$ cat config.mk
export PLATFORM = sky130hd
export DESIGN_NAME = ccsc_top
export DESIGN_NICKNAME = d
export VERILOG_FILES = /design/src/shared/ccsc_pkg.sv /design/src/core/ccsc_sync.sv /design/src/core/ccsc_top.sv
export SDC_FILE = /design/constraint.sdc
export NUM_CORES = 1
export LEC_CHECK = 0
export ABC_AREA = 1
export BUFFER_PORTS_ARGS = -buffer_cell sky130_fd_sc_hd__buf_2
export CORE_UTILIZATION = 40
export CTS_CLUSTER_SIZE = 40
export DETAILED_ROUTE_END_ITERATION = 12
export PLACE_DENSITY_LB_ADDON = 0.05
export SLEW_MARGIN = 15
export SYNTH_ARGS = -nofsm -noshare
export SYNTH_HDL_FRONTEND = slang
export SYNTH_HIERARCHICAL = 1
export SYNTH_SLANG_ARGS = --single-unit
$ cat constraint.sdc
create_clock -name pclk -period 3.2 [get_ports pclk]
set_clock_uncertainty 0.2 [all_clocks]
set_input_delay 0.48 -clock pclk [delete_from_list [all_inputs] [get_ports pclk]]
set_output_delay 0.48 -clock pclk [all_outputs]
set_load 0.01 [all_outputs]
$ cat src/shared/ccsc_pkg.sv
package ccsc_pkg;
    // APB word addresses
    localparam logic [7:0] CCSC_ADDR_CTRL = 8'h00;
    localparam logic [7:0] CCSC_ADDR_LIMIT = 8'h04;
    localparam logic [7:0] CCSC_ADDR_STATUS = 8'h08;
    localparam logic [7:0] CCSC_ADDR_FAULT = 8'h0c;
    localparam logic [7:0] CCSC_ADDR_CHGPAR = 8'h10;
    // Control register field positions
    localparam int CCSC_CTRL_CFG_LSB = 0;
    localparam int CCSC_CTRL_MINSYS_LSB = 2;
    localparam int CCSC_CTRL_TERM_EN = 5;
    localparam int CCSC_CTRL_SW_OFF = 6;
    localparam int CCSC_CTRL_LOWBAT_SEL = 7;
    localparam int CCSC_CTRL_RECHG_SEL = 8;
    localparam int CCSC_CTRL_HALF_EN = 9;
    // Configuration codes and reset values
    localparam logic [1:0] CCSC_CFG_DISABLE = 2'h0;
    localparam logic [1:0] CCSC_CFG_CHARGE = 2'h1;
    localparam logic [1:0] CCSC_CFG_BOOST = 2'h2;
    localparam logic [2:0] CCSC_MINSYS_RST = 3'h5;   // 3.5 V
    localparam logic [3:0] CCSC_VLIM_RST = 4'h6;
    localparam logic [2:0] CCSC_ILIM_RST = 3'h2;
    localparam logic [5:0] CCSC_ICHG_RST = 6'h20;    // 2.048 A
    localparam logic [3:0] CCSC_IPRE_RST = 4'h3;     // 256 mA
    localparam logic [3:0] CCSC_ITERM_RST = 4'h3;    // 256 mA
    localparam logic [5:0] CCSC_VREG_RST = 6'h2c;    // 4.208 V
    localparam logic [1:0] CCSC_TIMER_RST = 2'h2;    // 8 hours
    localparam logic CCSC_TEMP_PROFILE_RST = 1'b1;   // hot and cold
    // Charge phase codes and boost input-source code
    localparam logic [1:0] CCSC_PH_OFF = 2'h0;
    localparam logic [1:0] CCSC_PH_PRE = 2'h1;
    localparam logic [1:0] CCSC_PH_FAST = 2'h2;
    localparam logic [1:0] CCSC_PH_DONE = 2'h3;
    localparam logic [1:0] CCSC_SRC_BOOST = 2'h3;
    // Current selection at cycle start
    localparam logic [1:0] CCSC_ISEL_TRICKLE = 2'h1; // 100 mA
    localparam logic [1:0] CCSC_ISEL_PRE = 2'h2;
    localparam logic [1:0] CCSC_ISEL_FAST = 2'h3;
    // Timing
    localparam int CCSC_CLK_MHZ = 250;
    localparam int CCSC_BOOST_DLY_MS = 220;
    localparam int CCSC_ALERT_US = 256;
    localparam int CCSC_ALERT_CYC = CCSC_ALERT_US * CCSC_CLK_MHZ;
    localparam int CCSC_MS_CYC = 1000 * CCSC_CLK_MHZ;
    localparam int CCSC_BLINK_MS = 500;

    typedef struct packed {
        logic bat_above_lowbat;
        logic bat_above_2v;
        logic bat_above_3v;
        logic bat_below_rechg;
        logic bat_above_depl;
        logic sys_below_bat;
        logic sys_at_minsys;
        logic in_below_sleep;
        logic in_over_ilim;
        logic in_below_vlim;
        logic ichg_below_term;
        logic thermal_reg;
        logic converter_on;
        logic timer_fault;
    } ccsc_analog_t;

    typedef struct packed {
        logic cold_ok;
        logic hot_start_ok;
        logic hot_cutoff_ok;
    } ccsc_temp_t;
endpackage

$ cat src/core/ccsc_sync.sv
`timescale 1ns/1ps
`default_nettype none
// Three-stage pin synchroniser; output moves only when stages two and three agree.
module ccsc_sync #(
    parameter int WIDTH = 1
) (
    input wire logic pclk,
    input wire logic presetn,
    input wire logic [WIDTH-1:0] async_in,
    output logic [WIDTH-1:0] sync_out
);
    logic [WIDTH-1:0] s1_q;
    logic [WIDTH-1:0] s2_q;
    logic [WIDTH-1:0] s3_q;

    initial begin
        if (WIDTH < 1) begin
            $error("ccsc_sync WIDTH must be positive");
        end
    end

    always_ff @(posedge pclk or negedge presetn) begin
        if (!presetn) begin
            s1_q <= '0;
            s2_q <= '0;
            s3_q <= '0;
        end else begin
            s1_q <= async_in;
            s2_q <= s1_q;
            s3_q <= s2_q;
        end
    end

    genvar i;
    generate
        for (i = 0; i < WIDTH; i++) begin : g_bit
            always_ff @(posedge pclk or negedge presetn) begin
                if (!presetn) begin
                    sync_out[i] <= 1'b0;
                end else if (s2_q[i] == s3_q[i]) begin
                    sync_out[i] <= s3_q[i];
                end
            end
        end
    endgenerate
endmodule
`default_nettype wire

$ cat src/core/ccsc_top.sv
// Summary of operation
// - Boost needs request pin high, config 10, then 220 ms delay.
// - Boost also needs battery above low threshold and input below sleep margin.
// - Input-source status reads 11 while boosting.
// - Minimum system target is a 3-bit field, default 3.5 V.
// - Status bit high while rail held at minimum system voltage.
// - Reduce charge current while input current or voltage limit is violated.
// - Input-regulation status bit high during either input regulation.
// - Supplement on when system below battery; off at depletion.
// - Charge configuration resets to 01, charging enabled.
// - Default charge parameters: 4.208 V, 2.048 A, 256 mA, hot/cold, 8 h.
// - Start cycle only with converter on, enabled, no faults, switch not forced off.
// - Terminate on low current above recharge level; recharge below selected threshold.
// - Phase field: 00 off, 01 pre, 10 fast, 11 done.
// - Cycle completion sets phase 11 and raises alert.
// - Each alert is one 256 us pulse.
// - Status pin low charging, released done or disabled, toggles on thermistor fault.
// - Start current: 100 mA below 2 V, pre below 3 V, fast above.
// - Input or thermal regulation suppresses termination, halves timer rate.
// - Start inside low-to-hot window; suspend outside low-to-cutoff until back.
// - Thermistor fault recorded per pin for cold, one shared bit for hot, alerts host, shown on status pin.
// - After completion switch opens, converter keeps running.
// - Termination-enable bit at 0 prevents low-current termination.
`timescale 1ns/1ps
`default_nettype none
module ccsc_top
    import ccsc_pkg::*;
#(
    parameter int MS_CYC = CCSC_MS_CYC,
    parameter int ALERT_CYC = CCSC_ALERT_CYC
) (
    input wire logic pclk,
    input wire logic presetn,
    input wire logic psel,
    input wire logic penable,
    input wire logic pwrite,
    input wire logic [7:0] paddr,
    input wire logic [31:0] pwdata,
    output logic [31:0] prdata,
    output logic pready,
    output logic pslverr,
    input wire logic boost_request_pin,
    input wire logic charge_enable_n_pin,
    input wire ccsc_analog_t analog_in,
    input wire ccsc_temp_t temp_sense_first,
    input wire ccsc_temp_t temp_sense_second,
    output logic boost_en,
    output logic battery_switch_on,
    output logic charge_en,
    output logic [1:0] charge_isel,
    output logic half_rate_timer,
    output logic charge_reduce,
    output logic [2:0] minsys_setting,
    output logic [3:0] vlim_setting,
    output logic [2:0] ilim_setting,
    output logic lowbat_sel,
    output logic rechg_sel,
    output logic stat_out,
    output logic stat_oe_n,
    output logic host_alert
);
    typedef enum logic [3:0] {
        CCSC_ST_IDLE = 4'b0001,
        CCSC_ST_CHG = 4'b0010,
        CCSC_ST_SUSP = 4'b0100,
        CCSC_ST_DONE = 4'b1000
    } ccsc_state_t;

    initial begin
        if (MS_CYC < 2 || ALERT_CYC < 2) begin
            $error("ccsc_top timing parameters too small");
        end
    end

    localparam int MSW = $clog2(MS_CYC + 1);
    localparam int AW = $clog2(ALERT_CYC + 1);

    // Pins and comparators all come from outside the clock domain
    localparam int SW = $bits(ccsc_analog_t) + 2 * $bits(ccsc_temp_t) + 2;
    logic [SW-1:0] sync_s;
    ccsc_analog_t an;
    ccsc_temp_t ts1;
    ccsc_temp_t ts2;
    logic boost_pin_s;
    logic ce_n_s;

    ccsc_sync #(.WIDTH(SW)) u_sync (
        .pclk(pclk),
        .presetn(presetn),
        .async_in({analog_in, temp_sense_first, temp_sense_second, boost_request_pin, charge_enable_n_pin}),
        .sync_out(sync_s)
    );
    assign {an, ts1, ts2, boost_pin_s, ce_n_s} = sync_s;

    // Registers
    logic [1:0] cfg_q;
    logic [2:0] minsys_q;
    logic term_en_q;
    logic sw_off_q;
    logic lowbat_q;
    logic rechg_q;
    logic half_en_q;
    logic [3:0] vlim_q;
    logic [2:0] ilim_q;
    logic [2:0] tfault_q;
    ccsc_state_t st_q;
    logic [1:0] phase_q;
    logic supp_q;

    wire wr = psel && penable && pwrite;

    always_ff @(posedge pclk or negedge presetn) begin
        if (!presetn) begin
            cfg_q <= CCSC_CFG_CHARGE;
            minsys_q <= CCSC_MINSYS_RST;
            term_en_q <= 1'b1;
            sw_off_q <= 1'b0;
            lowbat_q <= 1'b0;
            rechg_q <= 1'b0;
            half_en_q <= 1'b1;
            vlim_q <= CCSC_VLIM_RST;
            ilim_q <= CCSC_ILIM_RST;
        end else if (wr) begin
            if (paddr == CCSC_ADDR_CTRL) begin
                cfg_q <= pwdata[CCSC_CTRL_CFG_LSB +: 2];
                minsys_q <= pwdata[CCSC_CTRL_MINSYS_LSB +: 3];
                term_en_q <= pwdata[CCSC_CTRL_TERM_EN];
                sw_off_q <= pwdata[CCSC_CTRL_SW_OFF];
                lowbat_q <= pwdata[CCSC_CTRL_LOWBAT_SEL];
                rechg_q <= pwdata[CCSC_CTRL_RECHG_SEL];
                half_en_q <= pwdata[CCSC_CTRL_HALF_EN];
            end else if (paddr == CCSC_ADDR_LIMIT) begin
                ilim_q <= pwdata[2:0];
                vlim_q <= pwdata[6:3];
            end
        end
    end

    // Free-running millisecond tick
    logic [MSW-1:0] msdiv_q;
    logic ms_tick;
    assign ms_tick = (msdiv_q == MSW'(MS_CYC - 1));
    always_ff @(posedge pclk or negedge presetn) begin
        if (!presetn) begin
            msdiv_q <= '0;
        end else begin
            msdiv_q <= ms_tick ? '0 : msdiv_q + 1'b1;
        end
    end

    // Boost qualification and delay
    logic boost_req;
    logic [7:0] bdly_q;
    assign boost_req = boost_pin_s && (cfg_q == CCSC_CFG_BOOST)
        && an.bat_above_lowbat && an.in_below_sleep;
    always_ff @(posedge pclk or negedge presetn) begin
        if (!presetn) begin
            bdly_q <= '0;
            boost_en <= 1'b0;
        end else if (!boost_req) begin
            bdly_q <= '0;
            boost_en <= 1'b0;
        end else if (ms_tick && bdly_q != 8'(CCSC_BOOST_DLY_MS)) begin
            bdly_q <= bdly_q + 8'h01;
        end else if (bdly_q == 8'(CCSC_BOOST_DLY_MS)) begin
            boost_en <= 1'b1;
        end
    end

    // Charge cycle
    logic chg_enabled;
    logic t_start_ok;
    logic t_run_ok;
    logic t_fault;
    logic regulating;
    logic term_cond;
    logic rechg_cond;
    assign chg_enabled = (cfg_q == CCSC_CFG_CHARGE) && !ce_n_s && !sw_off_q;
    assign t_start_ok = ts1.cold_ok && ts1.hot_start_ok && ts2.cold_ok && ts2.hot_start_ok;
    assign t_run_ok = ts1.cold_ok && ts1.hot_cutoff_ok && ts2.cold_ok && ts2.hot_cutoff_ok;
    assign t_fault = !t_run_ok;
    assign regulating = an.in_over_ilim || an.in_below_vlim || an.thermal_reg;
    // Termination is held off while the current is not really at its setting
    assign term_cond = term_en_q && an.ichg_below_term && !an.bat_below_rechg && !regulating;
    assign rechg_cond = an.bat_below_rechg;

    logic done_ev;
    assign done_ev = (st_q == CCSC_ST_CHG) && term_cond;

    always_ff @(posedge pclk or negedge presetn) begin
        if (!presetn) begin
            st_q <= CCSC_ST_IDLE;
        end else if (!chg_enabled) begin
            st_q <= CCSC_ST_IDLE;
        end else begin
            case (st_q)
                CCSC_ST_IDLE: begin
                    if (an.converter_on && !an.timer_fault && t_start_ok) begin
                        st_q <= CCSC_ST_CHG;
                    end
                end
                CCSC_ST_CHG: begin
                    if (an.timer_fault) begin
                        st_q <= CCSC_ST_IDLE;
                    end else if (t_fault) begin
                        st_q <= CCSC_ST_SUSP;
                    end else if (term_cond) begin
                        st_q <= CCSC_ST_DONE;
                    end
                end
                CCSC_ST_SUSP: begin
                    if (t_start_ok) begin
                        st_q <= CCSC_ST_CHG;
                    end
                end
                CCSC_ST_DONE: begin
                    if (rechg_cond && an.converter_on && t_start_ok) begin
                        st_q <= CCSC_ST_CHG;
                    end
                end
                default: st_q <= CCSC_ST_IDLE;
            endcase
        end
    end

    // Phase and current selection from battery voltage
    always_ff @(posedge pclk or negedge presetn) begin
        if (!presetn) begin
            phase_q <= CCSC_PH_OFF;
            charge_isel <= 2'h0;
        end else begin
            case (st_q)
                CCSC_ST_CHG, CCSC_ST_SUSP: begin
                    if (!an.bat_above_2v) begin
                        phase_q <= CCSC_PH_PRE;
                        charge_isel <= CCSC_ISEL_TRICKLE;
                    end else if (!an.bat_above_3v) begin
                        phase_q <= CCSC_PH_PRE;
                        charge_isel <= CCSC_ISEL_PRE;
                    end else begin
                        phase_q <= CCSC_PH_FAST;
                        charge_isel <= CCSC_ISEL_FAST;
                    end
                end
                CCSC_ST_DONE: begin
                    phase_q <= CCSC_PH_DONE;
                    charge_isel <= 2'h0;
                end
                default: begin
                    phase_q <= CCSC_PH_OFF;
                    charge_isel <= 2'h0;
                end
            endcase
        end
    end

    // Power path: supplement mode and battery switch
    always_ff @(posedge pclk or negedge presetn) begin
        if (!presetn) begin
            supp_q <= 1'b0;
        end else if (an.sys_below_bat && an.bat_above_depl) begin
            supp_q <= 1'b1;
        end else if (!an.bat_above_depl || !an.sys_below_bat) begin
            supp_q <= 1'b0;
        end
    end

    always_ff @(posedge pclk or negedge presetn) begin
        if (!presetn) begin
            battery_switch_on <= 1'b0;
            charge_en <= 1'b0;
            half_rate_timer <= 1'b0;
            charge_reduce <= 1'b0;
        end else begin
            // After completion the switch opens unless supplement needs it
            battery_switch_on <= supp_q || boost_en || (st_q == CCSC_ST_CHG);
            charge_en <= (st_q == CCSC_ST_CHG);
            half_rate_timer <= half_en_q && (st_q == CCSC_ST_CHG) && regulating;
            charge_reduce <= an.in_over_ilim || an.in_below_vlim;
        end
    end

    always_ff @(posedge pclk or negedge presetn) begin
        if (!presetn) begin
            minsys_setting <= CCSC_MINSYS_RST;
            vlim_setting <= CCSC_VLIM_RST;
            ilim_setting <= CCSC_ILIM_RST;
            lowbat_sel <= 1'b0;
            rechg_sel <= 1'b0;
        end else begin
            minsys_setting <= minsys_q;
            vlim_setting <= vlim_q;
            ilim_setting <= ilim_q;
            lowbat_sel <= lowbat_q;
            rechg_sel <= rechg_q;
        end
    end

    // Thermistor fault record; held until the register is read
    logic tf_event;
    assign tf_event = (st_q == CCSC_ST_CHG) && t_fault;
    wire rd_fault = psel && penable && !pwrite && (paddr == CCSC_ADDR_FAULT);
    always_ff @(posedge pclk or negedge presetn) begin
        if (!presetn) begin
            tfault_q <= 3'h0;
        end else if (tf_event) begin
            // Set wins over the read-clear
            tfault_q <= {!ts1.cold_ok, !(ts1.hot_cutoff_ok && ts2.hot_cutoff_ok), !ts2.cold_ok};
        end else if (rd_fault) begin
            tfault_q <= 3'h0;
        end
    end

    // Host alert: fixed-width pulse; events during a pulse are merged into it
    logic [AW-1:0] alert_cnt_q;
    always_ff @(posedge pclk or negedge presetn) begin
        if (!presetn) begin
            alert_cnt_q <= '0;
            host_alert <= 1'b0;
        end else if (alert_cnt_q != '0) begin
            alert_cnt_q <= alert_cnt_q - 1'b1;
            host_alert <= (alert_cnt_q != AW'(1));
        end else if (done_ev || tf_event) begin
            alert_cnt_q <= AW'(ALERT_CYC);
            host_alert <= 1'b1;
        end
    end

    // Status pin, open drain: oe_n low pulls the line low
    logic [8:0] blink_ms_q;
    logic blink_q;
    always_ff @(posedge pclk or negedge presetn) begin
        if (!presetn) begin
            blink_ms_q <= '0;
            blink_q <= 1'b0;
            stat_oe_n <= 1'b1;
            stat_out <= 1'b0;
        end else begin
            stat_out <= 1'b0;
            if (ms_tick) begin
                if (blink_ms_q == 9'(CCSC_BLINK_MS - 1)) begin
                    blink_ms_q <= '0;
                    blink_q <= !blink_q;
                end else begin
                    blink_ms_q <= blink_ms_q + 9'h001;
                end
            end
            if (st_q == CCSC_ST_SUSP) begin
                stat_oe_n <= blink_q;
            end else begin
                stat_oe_n <= (st_q != CCSC_ST_CHG);
            end
        end
    end

    // APB read path, zero wait states
    always_ff @(posedge pclk or negedge presetn) begin
        if (!presetn) begin
            prdata <= 32'h0;
            pready <= 1'b0;
            pslverr <= 1'b0;
        end else begin
            pready <= psel && !penable;
            pslverr <= 1'b0;
            prdata <= 32'h0;
            if (psel && !penable) begin
                if (paddr == CCSC_ADDR_CTRL) begin
                    prdata <= {22'h0, half_en_q, rechg_q, lowbat_q, sw_off_q, term_en_q, minsys_q, cfg_q};
                end else if (paddr == CCSC_ADDR_LIMIT) begin
                    prdata <= {25'h0, vlim_q, ilim_q};
                end else if (paddr == CCSC_ADDR_STATUS) begin
                    prdata <= {24'h0,
                        boost_en ? CCSC_SRC_BOOST : 2'h0,
                        phase_q,
                        an.in_over_ilim || an.in_below_vlim,
                        supp_q,
                        an.thermal_reg,
                        an.sys_at_minsys};
                end else if (paddr == CCSC_ADDR_FAULT) begin
                    prdata <= {29'h0, tfault_q};
                end else if (paddr == CCSC_ADDR_CHGPAR) begin
                    prdata <= {9'h0, CCSC_TEMP_PROFILE_RST, CCSC_TIMER_RST, CCSC_ITERM_RST,
                        CCSC_IPRE_RST, CCSC_ICHG_RST, CCSC_VREG_RST};
                end else begin
                    pslverr <= 1'b1;
                end
            end
        end
    end
endmodule
`default_nettype wire

# After elaboration in Yosys (flattened, before gate mapping)
# Index checks and enable logic that the tools add are counted.
[word_totals]
out_inout_bits = 56
regBits = 222
elab_cells = 213
[op_classes]
bitwise = 1
n_addsub = 4
n_mux = 43
n_eq_ne = 45
reduce_logical = 61
[op_table]
columns = ["operator", "count"]
rows = [
  ["23-bit two-way mux", 6],
  ["16-bit two-way mux", 2],
  ["1-bit logical AND", 30],
  ["4-bit two-way mux", 7],
  ["1-bit equality test", 22],
  ["18-bit by 1-bit adder with 18-bit output (second input constant)", 1],
  ["18-bit equality test (second input constant)", 1],
  ["18-bit two-way mux", 1],
  ["8-bit by 4-bit equality test with 1-bit output (second input constant)", 2],
  ["8-bit two-way mux", 2],
  ["16-bit by 1-bit inequality test with 1-bit output (second input constant)", 1],
  ["4-bit case mux with 4 select lines", 1],
  ["16-bit nonzero test", 1],
  ["16-bit by 1-bit subtractor with 16-bit output (second input constant)", 1],
  ["1-bit two-way mux", 15],
  ["1-bit logical NOT", 14],
  ["2-bit two-way mux", 5],
  ["9-bit by 1-bit adder with 9-bit output (second input constant)", 1],
  ["9-bit equality test (second input constant)", 1],
  ["9-bit two-way mux", 1],
  ["3-bit inequality test (second input constant)", 3],
  ["8-bit by 1-bit adder with 8-bit output (second input constant)", 1],
  ["8-bit by 3-bit equality test with 1-bit output (second input constant)", 1],
  ["8-bit by 5-bit equality test with 1-bit output (second input constant)", 1],
  ["other kinds (22)", 33],
]

# Longest topological paths before layout
# Gate-level depths: netlist (run 1).
[depth]
depth_word = 9
ltp_mapped = 11

# By module
# The synthesis (run 1) kept the hierarchy.
[modules_own_cells]
columns = ["module", "n_inst", "cells_per_inst", "seq_area_each_um2", "area_per_inst_um2"]
rows = [
  ["ccsc_top", 1, 688, 2846.5, 5821.8],
  ["ccsc_sync", 1, 176, 2202.1, 2560.0],
]

# Least setup slack after synthesis (run 1)
# No wires, ideal clock.
[synth_timing]
path_kind = "input-to-reg"
start = "in paddr[0]"
end = "reg lowbat_q"
cell_stages = 9
required_time_ns = 2.883
arrival_ns = 1.323
path_buffers = 1
setup_slack_ns = 1.560
setup_ns = 0.117
path_cell_list = "inv_2 > nand2_2 > nor3_2 > nand2_4 > inv_4 > nand2_4 > buf_6 > nand2_1 > nand2_1"
[synth_between]
elab_chain_len = 2
[synth_lines]
columns = ["item", "line_no", "rtl"]
rows = [
  ["start, declared", "ccsc_top.sv:37", "input wire logic [7:0] paddr,"],
  ["8-bit logical NOT", "ccsc_top.sv:124", "if (paddr == CCSC_ADDR_CTRL) begin"],
  ["2-bit AND reduction (no line)", "-", ""],
  ["end signal, assigned", "ccsc_top.sv:129", "lowbat_q <= pwdata[CCSC_CTRL_LOWBAT_SEL];"],
  ["end, declared", "ccsc_top.sv:100", "logic lowbat_q;"],
]
# Every way passes these cells.
# A chain may end at the register's enable or synchronous reset.

# Worst setup path in the final report (run 1)
[layout_timing]
start = "reg msdiv_q[0]"
end = "reg bdly_q[3]"
[layout_between]
elab_chain_len = 3
[layout_lines]
columns = ["item", "line_no", "rtl"]
rows = [
  ["start, declared", "ccsc_top.sv:140", "logic [MSW-1:0] msdiv_q;"],
  ["start signal, assigned", "ccsc_top.sv:147", "msdiv_q <= ms_tick ? '0 : msdiv_q + 1'b1;"],
  ["18-bit equality test", "ccsc_top.sv:142", "assign ms_tick = (msdiv_q == MSW'(MS_CYC - 1));"],
  ["1-bit logical AND", "ccsc_top.sv:163", "end else if (ms_tick && bdly_q != 8'(CCSC_BOOST_DLY_MS)) begin"],
  ["2-bit by 1-bit inequality test with 1-bit output (no line)", "-", ""],
  ["end signal, assigned", "ccsc_top.sv:164", "bdly_q <= bdly_q + 8'h01;"],
  ["end, declared", "ccsc_top.sv:153", "logic [7:0] bdly_q;"],
]
# Every way passes these cells.

==> results of run 1 <==
[metrics by stage]
stage | hold WS [ns] | utilization [%]
after CTS | 0.0192 | 48.9
after global routing | 0.0455 | 48.9
after global placement | 0.132 | 44.4
after floorplan | -0.0156 | -
after detailed placement | 0.135 | 44.4
final | 0.0403 | 48.9
[flip-flops by register name (all words and copies together), names as in the netlist, 2 cells and up]
signal           count
u_sync/s2_q         22
phase_q              2
minsys_setting       3
vlim_setting         4
u_sync/sync_out     22
cfg_q                2
minsys_q             3
tfault_q             3
st_q                 4
u_sync/s3_q         22
blink_ms_q           9
vlim_q               4
ilim_q               3
bdly_q               8
u_sync/s1_q         22
msdiv_q             18
alert_cnt_q         16
charge_isel          2
prdata              11
ilim_setting         3
[layout by cell type, fill, tap and decap left out, types with 23 or more instances in the layout]
cell           instances
buf_2                 83
nor2_1               104
o21ai_0               26
nand2_1              162
dfrtp_1              186
a21oi_1               52
clkbuf_16             23
dlygate4sd3_1         23
nand3_1               50
inv_1                112
[final cells by class]
class                           count  area share (%)
Sequential cell                   201            50.7
Clock inverter                      8           0.904
Tap cell                          270            3.39
Inverter                          120            4.62
Clock buffer                       32            6.12
Timing Repair Buffer              111            7.17
Multi-Input combinational cell    530            27.1
[synthesized netlist by cell type]
library cell,instances,area [sq um]
xor2_2,1,16.3
nor2_2,4,25.0
nor4_1,1,6.26
nand2_2,4,25.0
dfrtp_1,186,4650
nor3_2,3,30.0
nor2_4,3,33.8
ha_1,7,87.6
a21oi_2,1,8.76
nand3_2,6,60.1
nand2_4,5,56.3
a31oi_1,3,18.8
nor3_4,1,16.3
buf_6,4,45.0
a21oi_1,52,260
nand4_1,14,87.6
nor3b_1,2,15.0
nand3_4,1,17.5
xor2_1,15,131
o22ai_1,1,6.26
nand4_2,1,12.5
inv_1,112,420
nand3_1,50,250
o21ai_0,26,130
inv_2,5,18.8
o211ai_1,4,30.0
conb_1,1,3.75
xnor2_1,10,87.6
o21ai_1,3,15.0
nand3b_1,4,30.0
nor3_1,10,50.1
nor2_1,104,390
buf_4,24,180
nand2_1,162,608
clkinv_4,1,8.76
o21ai_2,14,123
a21boi_0,1,7.51
o21a_1,1,7.51
dfstp_2,15,394
inv_4,2,12.5
[power by group]
| group | switching [mW] | total, mW | internal (mW) |
|---|---|---|---|
| Combinational | 0.339 | 0.561 | 0.222 |
| Clock | 0.985 | 2.47 | 1.48 |
| Sequential | 0.143 | 2.87 | 2.73 |
| Total | 1.47 | 5.90 | 4.44 |
[critical path: cells and delay by family, from the launching register on]
family                   cells  cell delay, ns
AND/OR/NAND/NOR              8            0.80
adder cells (fa/ha/maj)      1            0.25
flip-flops                   1            0.40
buffers and inverters        2            0.25
[layer usage]
metal / track usage [%] / routed length, um / vias to the layer above / part of all wire, %
met3: 2.80 / 712 / 32 / 4.4
met2: 24.7 / 7140 / 120 / 44
li1: - / - / 2962 / -
met1: 23.3 / 8040 / 2686 / 49
met4: 4.38 / 406 / 0 / 2.5
met5: 0 / 0 / - / 0
[kinds of logic after synthesis]
logic type / count (synthesis)
compound gates: 106
xor+xnor: 26
fa+ha+maj: 7
buf+inv: 148
flops: 201
other cells: 1
simple gates: 375
[what timing repair did]
item | 4_1_cts | 5_1_grt
endpoints found under the hold margin | 94 | 0
setup endpoints to repair | 0 | 0
hold buffers | 23 | 0
[how the worst min path moves through the flow]
stage | from | end | slack [ns] | cells after the start
3_3_place_gp | u_sync/s1_q[13] | u_sync/s2_q[13] | 0.13 | 0
3_5_place_dp | u_sync/s1_q[17] | u_sync/s2_q[17] | 0.13 | 0
6_report | pwdata[8] | rechg_q | 0.04 | 3
4_1_cts | pwdata[8] | rechg_q | 0.02 | 3
5_1_grt | pwdata[7] | lowbat_q | 0.05 | 3
2_1_floorplan | presetn | alert_cnt_q[0] | -0.02 | 0
==> results.sh, run 1 <==
export IMPL_power_mw=5.90
export IMPL_hp_class="in2reg"
export IMPL_path_cells="ha_1 > nand3_2 > inv_1 > nand3_2 > nor2_2 > nand2_2 > clkinv_4 > nand2_4 > nand2_4 > nand2_1 > nand2_1"
export IMPL_leakagePower_nw=4.96
export IMPL_grt_max_degree=86
export IMPL_hold_viol=0
export IMPL_clock_sinks=201
export IMPL_antenna_found_initial=0
export IMPL_ir_worst_vdd_v=0.000531
export IMPL_setup_worst_path_end_class="flip-flop"
export IMPL_startpoint_type="flip-flop"
export IMPL_reg2reg_slack_ns=1.17
export IMPL_slew_headroom_pct=46.0
export IMPL_synth_top_family_by_area="simple AND/OR/NAND/NOR gates"
export IMPL_antenna_left=0
export IMPL_syn_inst=864
export IMPL_die_area_sq_mm=0.0215
export IMPL_postPlaceCellArea_sq_mm=0.00903
export IMPL_powerDensity_mw_per_mm2=592
export IMPL_ioPinCount=123
export IMPL_final_cell_area_sq_mm=0.00996
export IMPL_ys_warn_count=6
export IMPL_drc=0
export IMPL_first_pass_iters=4
export IMPL_synth_seq_cells=201
export IMPL_cp_data_required_time_ns=3.39
export IMPL_synth_simple_area_share_pct=20.5
export IMPL_floorplan_initialDensity_pct=41.2
export IMPL_outcome="completed"
export IMPL_synthAdderAreaFrac_pct=1.04
export IMPL_place_inst=1209
export IMPL_crit_path_max_incr_delay_ns=0.40
export IMPL_fin_crit_ns=2.03
export IMPL_cts_tree="done"
export IMPL_fin_setup_tns_ns=0
export IMPL_setup_ws_ns=1.17
export IMPL_clk_pin_slew_ns=0.06
export IMPL_worstSkewPairLatency_ns=0.50
export IMPL_worst_pin_slew_ns=0.807
export IMPL_synthMuxAreaShare_pct=0
export IMPL_drt_initial_drc_count=397
export IMPL_io_buffers=84
export IMPL_antenna_cells=0
export IMPL_rsz0062_at_grt="no"
export IMPL_timing_rr_end="bdly_q[3]"
export IMPL_syn_area_sq_mm=0.00838
export IMPL_multi_input_area_sq_mm=0.00270
export IMPL_synth_compound_area_share_pct=7.24
export IMPL_path_class="reg2reg"
export IMPL_cts_setup_buffers=0
export IMPL_grt_pass1_vias=5609
export IMPL_synth_xor_area_share_pct=2.81
export IMPL_cp_slowest_cell="dfrtp_1"
export IMPL_yosysSeqAreaShare_pct=60.2
export IMPL_num_vias=5800
export IMPL_grt_pass1_wl_um=28000
export IMPL_setup_worst_path_end="bdly_q[3]"
export IMPL_syn2layout_area_growth_pct=18.9
export IMPL_fp_dieW_um=147
export IMPL_die_y_um=147
export IMPL_wl_um=16300
export IMPL_core_area_sq_mm=0.0204
export IMPL_gp_congestion=0.819
export IMPL_grt_usage_pct=16.0
export IMPL_rows=52
export IMPL_cts_buffer_depth=3
export IMPL_period_share_pct=63.4
export IMPL_reg2regPathDepth=11
export IMPL_maxSlewViolCount=0
export IMPL_yosys_cell_types_count=40
export IMPL_drive_above_1_share_pct=18.6
export IMPL_crit_start="msdiv_q[0]"
export IMPL_avgSynthCellArea_sq_um=9.70
export IMPL_seqCellArea_sq_mm=0.00505
export IMPL_pre_cts_ws_ns=1.15
export IMPL_grt_overflow=0
export IMPL_h_tree_depth=1
export IMPL_fin_cells=1272
export IMPL_setup_violations_final=0
export IMPL_layout_nets=1061
export IMPL_numCtsBuffers=23
export IMPL_cts_root_buf="clkbuf_16"
export IMPL_critPathMaxFanout=11
export IMPL_fillerInstances=1883
export IMPL_max_cap_viol_count=0
export IMPL_drt_wirelength_per_cell_um=12.8
export IMPL_dp_hpwl_um=11400
export IMPL_arrival_ns=2.22
export IMPL_via_per_inst=4.56
export IMPL_cts_resized=0
export IMPL_max_freq_mhz=493
export IMPL_reg2reg_from="msdiv_q[0]"
No activity file was read; power rests on OpenSTA's default activity.
==> run 2, diff against run 1 <==
==> constraint.sdc (replaced) <==
create_clock -name pclk -period 1.65 [get_ports pclk]
set_clock_uncertainty 0.2 [all_clocks]
set_input_delay 0.2475 -clock pclk [delete_from_list [all_inputs] [get_ports pclk]]
set_output_delay 0.2475 -clock pclk [all_outputs]
set_load 0.01 [all_outputs]
==> results.sh, run 2 (synthesis results as in run 1) <==
export IMPL_outcome="finished, violations left"
export IMPL_violations="hold timing, setup timing"
export IMPL_startpoint_type="flip-flop"
export IMPL_gp_congestion=0.816
export IMPL_grt_overflow=0
export IMPL_hp_class="in2reg"
export IMPL_ioPinCount=123
export IMPL_drc=0
export IMPL_mostFrequentLayoutCell="dfrtp_1"
export IMPL_numCtsBuffers=23
export IMPL_power_mw=12.6
export IMPL_top_usage_layer="met2"
export IMPL_arrival_ns=1.86
export IMPL_drive_above_1_share_pct=31.7
export IMPL_cts_root_buf="clkbuf_16"
export IMPL_place_inst=1283
export IMPL_critPathMaxFanout=6
export IMPL_drt_initial_drc_count=238
export IMPL_switchingPower_mw=3.13
export IMPL_fp_dieW_um=147
export IMPL_max_freq_mhz=604
export IMPL_fin_crit_ns=1.66
export IMPL_critical_path_top_delay_family="simple AND/OR/NAND/NOR gates"
export IMPL_setup_violations_final=3
export IMPL_layout_common_cells="181 x dfrtp_1, 148 x nand2_1, 102 x inv_1, 85 x buf_4, 83 x buf_2"
export IMPL_critPathBufInv=2
export IMPL_grt_usage_pct=16.7
export IMPL_setup_ws_ns=-0.00589
export IMPL_path_cells="ha_4 > nand3_4 > inv_2 > nand3_2 > nor2_2 > nand2_2 > clkinv_4 > nand2_8 > nand2_8 > nand2_1 > nand2_1"
export IMPL_path_class="reg2reg"
export IMPL_rsz0062_at_grt="yes"
export IMPL_powerDensity_mw_per_mm2=1120
export IMPL_worstSkewPairLatency_ns=0.51
export IMPL_rows=52
export IMPL_crit_path_max_incr_delay_ns=0.41
export IMPL_max_cap_viol_count=0
export IMPL_grt_pass1_wl_um=29200
export IMPL_die_y_um=147
export IMPL_fillerInstances=1849
export IMPL_layout_nets=1168
export IMPL_p_clk_share_pct=41.7
export IMPL_power_frac_seq_pct=44.3
export IMPL_cp_data_required_time_ns=1.85
export IMPL_met2_usage_pct=25.3
export IMPL_intPower_mw=9.46
export IMPL_grt_util_met1_pct=24.9
export IMPL_ir_worst_vdd_v=0.000769
export IMPL_setup_worst_path_end_class="flip-flop"
export IMPL_cts_tree="done"
export IMPL_fin_cells=1380
export IMPL_drt_wirelength_per_cell_um=12.6
export IMPL_dp_hpwl_um=11900
export IMPL_first_pass_iters=5
export IMPL_clk_pin_slew_ns=0.06
export IMPL_antenna_found_initial=0
export IMPL_clock_sinks=201
export IMPL_maxSlewViolCount=0
export IMPL_io_buffers=84
export IMPL_num_vias=6188
export IMPL_core_area_sq_mm=0.0204
export IMPL_floorplan_initialDensity_pct=41.2
export IMPL_cp_slowest_cell="dfrtp_1"
export IMPL_period_share_pct=100
export IMPL_cts_buffer_depth=3
export IMPL_via_per_inst=4.48
export IMPL_p_comb_share_pct=14.0
export IMPL_grt_pass1_vias=5967
export IMPL_syn2layout_area_growth_pct=33.9
export IMPL_antenna_cells=0
export IMPL_antenna_left=0
export IMPL_grt_max_degree=49
export IMPL_hold_ws_ns=-0.0307
export IMPL_h_tree_depth=1
export IMPL_hold_viol=3
export IMPL_fin_setup_tns_ns=-0.0121
export IMPL_netSwitchingFraction_pct=24.9
export IMPL_leakagePower_nw=5.54
export IMPL_use_met3_pct=2.70
export IMPL_die_area_sq_mm=0.0215
export IMPL_wl_um=17300
==> run 2: changes by cell type in the layout (fill, tap and decap cells not counted), sizes merged <==
cell and delta:
dlygate4sd3 +15, clkinv -2, buf +91, clkbuf +1, inv +1, nand2 +1
bufinv +1
==> run 2: final cells by class <==
class	instances	area (sq um)	area share, %
timing repair buffer	217	1600	14.3
inverter	120	463	4.12
multi-input combinational	531	2970	26.5
clock inverter	8	119	1.06
sequential	201	5050	45.0
clock buffer	33	673	6.00
tap	270	338	3.01
==> run 2: path summary, 6_finish.rpt <==
path                       cells past startpoint  slack [ns]              to      startpoint
max reg2reg                                   11      -0.006       bdly_q[5]      msdiv_q[0]
min in group asynchronous                      2        0.02          pready         presetn
min                                            5       -0.03     tfault_q[2]          pwrite
max                                           11      -0.006       bdly_q[5]      msdiv_q[0]
max in group asynchronous                      3        0.64         st_q[0]         presetn
min reg2reg                                    0        0.14  u_sync/s2_q[3]  u_sync/s1_q[3]
==> run 2: repair_timing <==
item / in CTS / in global routing
endpoints found under the hold margin: 243 / 0
pin swaps: 2 / 24
gates resized for setup: 16 / 81
cloned: 1 / 1
hold buffers: 39 / 0
buffers inserted: 1 / 15
setup endpoints to repair: 30 / 54
==> run 2: tightest hold or removal path: cells and delay by family <==
kind | cells | cell delay, ns
simple gates | 2 | 0.20
buf+inv | 2 | 0.12
compound gates | 1 | 0.06
==> run 2: layer usage <==
| layer | routed length (um) | vias to the layer above |
|---|---|---|
| li1 | - | 3179 |
| met5 | 0 | - |
| met2 | 7740 | 111 |
| met1 | 8520 | 2867 |
| met4 | 384 | 0 |
| met3 | 698 | 31 |
==> run 2: per-stage QoR <==
stage                     worst slack (ns)  instance area [sq um]  util (%)
final                             -0.00589                  11200      55.1
after global routing               -0.0930                  11200      55.1
after CTS                          0.00789                  10900      53.5
after detailed placement            -0.123                   9630      47.3
after global placement             -0.0948                   9630      47.3
after floorplan                     0.0190                   8440         -
==> run 2: power groups by stage <==
stage	Combinational, mW	Clock (mW)	Sequential [mW]
3_5_place_dp	1.46	0	5.60
3_3_place_gp	1.44	0	5.61
5_1_grt	2.01	5.65	5.62
2_1_floorplan	0.765	0	5.59
4_1_cts	1.55	5.45	5.53
6_report	1.77	5.25	5.57
==> run 3, diff against run 2 <==
--- a/config.mk
+++ b/config.mk
@@ -14,5 +14,4 @@
 export SLEW_MARGIN = 15
 export SYNTH_ARGS = -nofsm -noshare
 export SYNTH_HDL_FRONTEND = slang
-export SYNTH_HIERARCHICAL = 1
 export SYNTH_SLANG_ARGS = --single-unit
==> results.sh, run 3 <==
export IMPL_io_buffers=84
export IMPL_core_area_sq_mm=0.0203
export IMPL_setup_worst_path_end_class="flip-flop"
export IMPL_rsz0062_at_grt="yes"
export IMPL_grt_pass1_vias=6217
export IMPL_clk_pin_slew_ns=0.06
export IMPL_critical_path_top_delay_family="simple AND/OR/NAND/NOR gates"
export IMPL_avgSynthCellArea_sq_um=9.82
export IMPL_antenna_found_initial=0
export IMPL_ys_warn_count=0
export IMPL_synth_edf_count=0
export IMPL_powerDensity_mw_per_mm2=1070
export IMPL_h_tree_depth=1
export IMPL_layout_nets=1135
export IMPL_cp_data_required_time_ns=1.84
export IMPL_synth_most_common_cell="dfrtp_1"
export IMPL_cts_tree="done"
export IMPL_via_per_inst=4.61
export IMPL_synth_top_area_share_pct=55.8
export IMPL_drc=0
export IMPL_fin_crit_ns=1.71
export IMPL_syn_area_sq_mm=0.00834
export IMPL_synth_ff_type="dfrtp_1"
export IMPL_numCtsBuffers=23
export IMPL_cp_common_cell="nor2_4"
export IMPL_critPathMaxFanout=5
export IMPL_antenna_left=0
export IMPL_wl_um=17600
export IMPL_drt_wirelength_per_cell_um=13.1
export IMPL_ioPinCount=123
export IMPL_synth_area_leaders="dfrtp_1 56%, nand2_1 8.0%, nor2_1 4.8%, dfstp_2 4.7%, inv_1 4.5%"
export IMPL_antenna_cells=0
export IMPL_startpoint_type="flip-flop"
export IMPL_synth_area_leader_cell="dfrtp_1"
export IMPL_layout_common_cells="184 x dfrtp_1, 163 x nand2_1, 93 x inv_1, 83 x buf_2, 82 x nor2_1"
export IMPL_num_vias=6211
export IMPL_dp_hpwl_um=12400
export IMPL_rows=52
export IMPL_cp_slowest_cell="dfrtp_1"
export IMPL_grt_overflow=0
export IMPL_leakagePower_nw=5.48
export IMPL_max_freq_mhz=583
export IMPL_hp_class="in2reg"
export IMPL_mostFrequentLayoutCell="dfrtp_1"
export IMPL_power_mw=11.7
export IMPL_yosysSeqAreaShare_pct=60.6
export IMPL_worstSkewPairLatency_ns=0.50
export IMPL_synth_commonest_cells="186 x dfrtp_1, 177 x nand2_1, 106 x nor2_1"
export IMPL_crit_path_max_incr_delay_ns=0.41
export IMPL_setup_violations_final=14
export IMPL_outcome="finished, violations left"
export IMPL_clock_sinks=201
export IMPL_cts_root_buf="clkbuf_16"
export IMPL_grt_pass1_wl_um=29900
export IMPL_hold_ws_ns=-0.0108
export IMPL_setup_ws_ns=-0.0648
export IMPL_drive_above_1_share_pct=29.7
export IMPL_grt_max_degree=58
export IMPL_maxSlewViolCount=0
export IMPL_path_cells="ha_4 > nand2_4 > nor2_4 > nand3_2 > nor2_4 > nand2_2 > nand3_1 > nand2_1"
export IMPL_gp_congestion=0.830
export IMPL_fillerInstances=1826
export IMPL_drt_initial_drc_count=219
export IMPL_yosys_cell_types_count=37
export IMPL_synth_seq_cells=201
export IMPL_syn_inst=849
export IMPL_post_route_util_pct=54.2
export IMPL_violations="hold timing, setup timing"
export IMPL_ys_async_sr_fraction_pct=100
export IMPL_path_class="reg2reg"
export IMPL_ir_worst_vdd_v=0.000669
export IMPL_floorplan_initialDensity_pct=41.1
export IMPL_die_area_sq_mm=0.0214
export IMPL_critPathBufInv=0
export IMPL_grt_usage_pct=17.0
export IMPL_syn2layout_area_growth_pct=32.1
export IMPL_fp_dieW_um=146
export IMPL_arrival_ns=1.90
export IMPL_max_cap_viol_count=0
export IMPL_cts_buffer_depth=3
export IMPL_period_share_pct=104
export IMPL_first_pass_iters=5
export IMPL_hold_viol=1
export IMPL_die_y_um=146
==> run 3: cell types whose count changed in the layout (fill, tap and decap cells not counted), moves of 5 or more <==
cell and change:
a21oi_1 -28, a21oi_2 -5, buf_4 -14, inv_1 -9, inv_2 -7, maj3_1 +22, nand2_1 +15, nand3_2 +5
o21ai_1 +5
==> run 3: area by class of cell <==
cell class / count / area (sq um) / area share [%]
Multi-Input combinational cell: 529 / 3020 / 27.4
Clock inverter: 5 / 32.5 / 0.296
Tap cell: 270 / 338 / 3.07
Timing Repair Buffer: 202 / 1480 / 13.4
Inverter: 104 / 403 / 3.66
Clock buffer: 36 / 684 / 6.22
Sequential cell: 201 / 5050 / 45.9
==> run 3: where the power goes <==
group          switching (mW)  internal [mW]
clock network            1.89           2.84
registers               0.259           5.29
logic                   0.801          0.660
==> run 3: through the flow <==
step                hold WS (ns)  cells  TNS [ns]  area, sq um  setup WS (ns)
detailed placement       -0.0529   1253    -0.430         9480        -0.0536
global route             0.00185   1347     -2.09        11000         -0.126
floorplan                 -0.248    864         0         8390          0.101
global placement         -0.0530   1253   -0.0702         9480        -0.0459
CTS                      0.00789   1339    -0.739        10700        -0.0511
finish                   -0.0108   1347    -0.486        11000        -0.0648
==> run 3: worst reg2reg max path: stages, from the launching register on <==
cell     delay [ns]
dfrtp_1        0.41
ha_4           0.18
nand2_4        0.06
nor2_4         0.15
nand3_2        0.11
nor2_4         0.21
nand2_2        0.14
nand3_1        0.10
nand2_1        0.05
==> run 3: repair_timing <==
item                                    4_1_cts  5_1_grt
endpoints found under the setup margin       24       57
setup buffers                                 5       10
hold buffers                                 38        1
pin swaps                                     7       24
gates resized for setup                      16       84
endpoints found under the hold margin       241        1
gates cloned                                  2        0
==> run 3: cell families after synthesis <==
logic type / synth area share, %
simple gates: 20.8
flops: 60.6
buf+inv: 7.58
compound gates: 4.70
fa+ha+maj: 3.69
xor+xnor: 2.63
other cells: 0.0450
==> run 3: path summary, 6_finish.rpt <==
check,start,end,slack (ns),depth (start not counted)
setup / recovery,msdiv_q[0],bdly_q[2],-0.06,8
hold / removal,paddr[7],prdata[21],-0.01,6
setup reg to reg,msdiv_q[0],bdly_q[2],-0.06,8
hold reg to reg,u_sync.s1_q[9],u_sync.s2_q[9],0.15,0
max in group asynchronous,presetn,stat_oe_n,0.10,4
min in group asynchronous,presetn,vlim_q[0],0.53,3
==> run 3: per-layer routing <==
layer	global-route usage, %	wire (um)	part of all wire (%)	up-vias
met4	4.01	315	1.8	0
met2	27.8	8240	47	147
met5	0	0	0	-
li1	-	-	-	3071
met1	23.4	8150	46	2966
met3	3.13	876	5.0	27
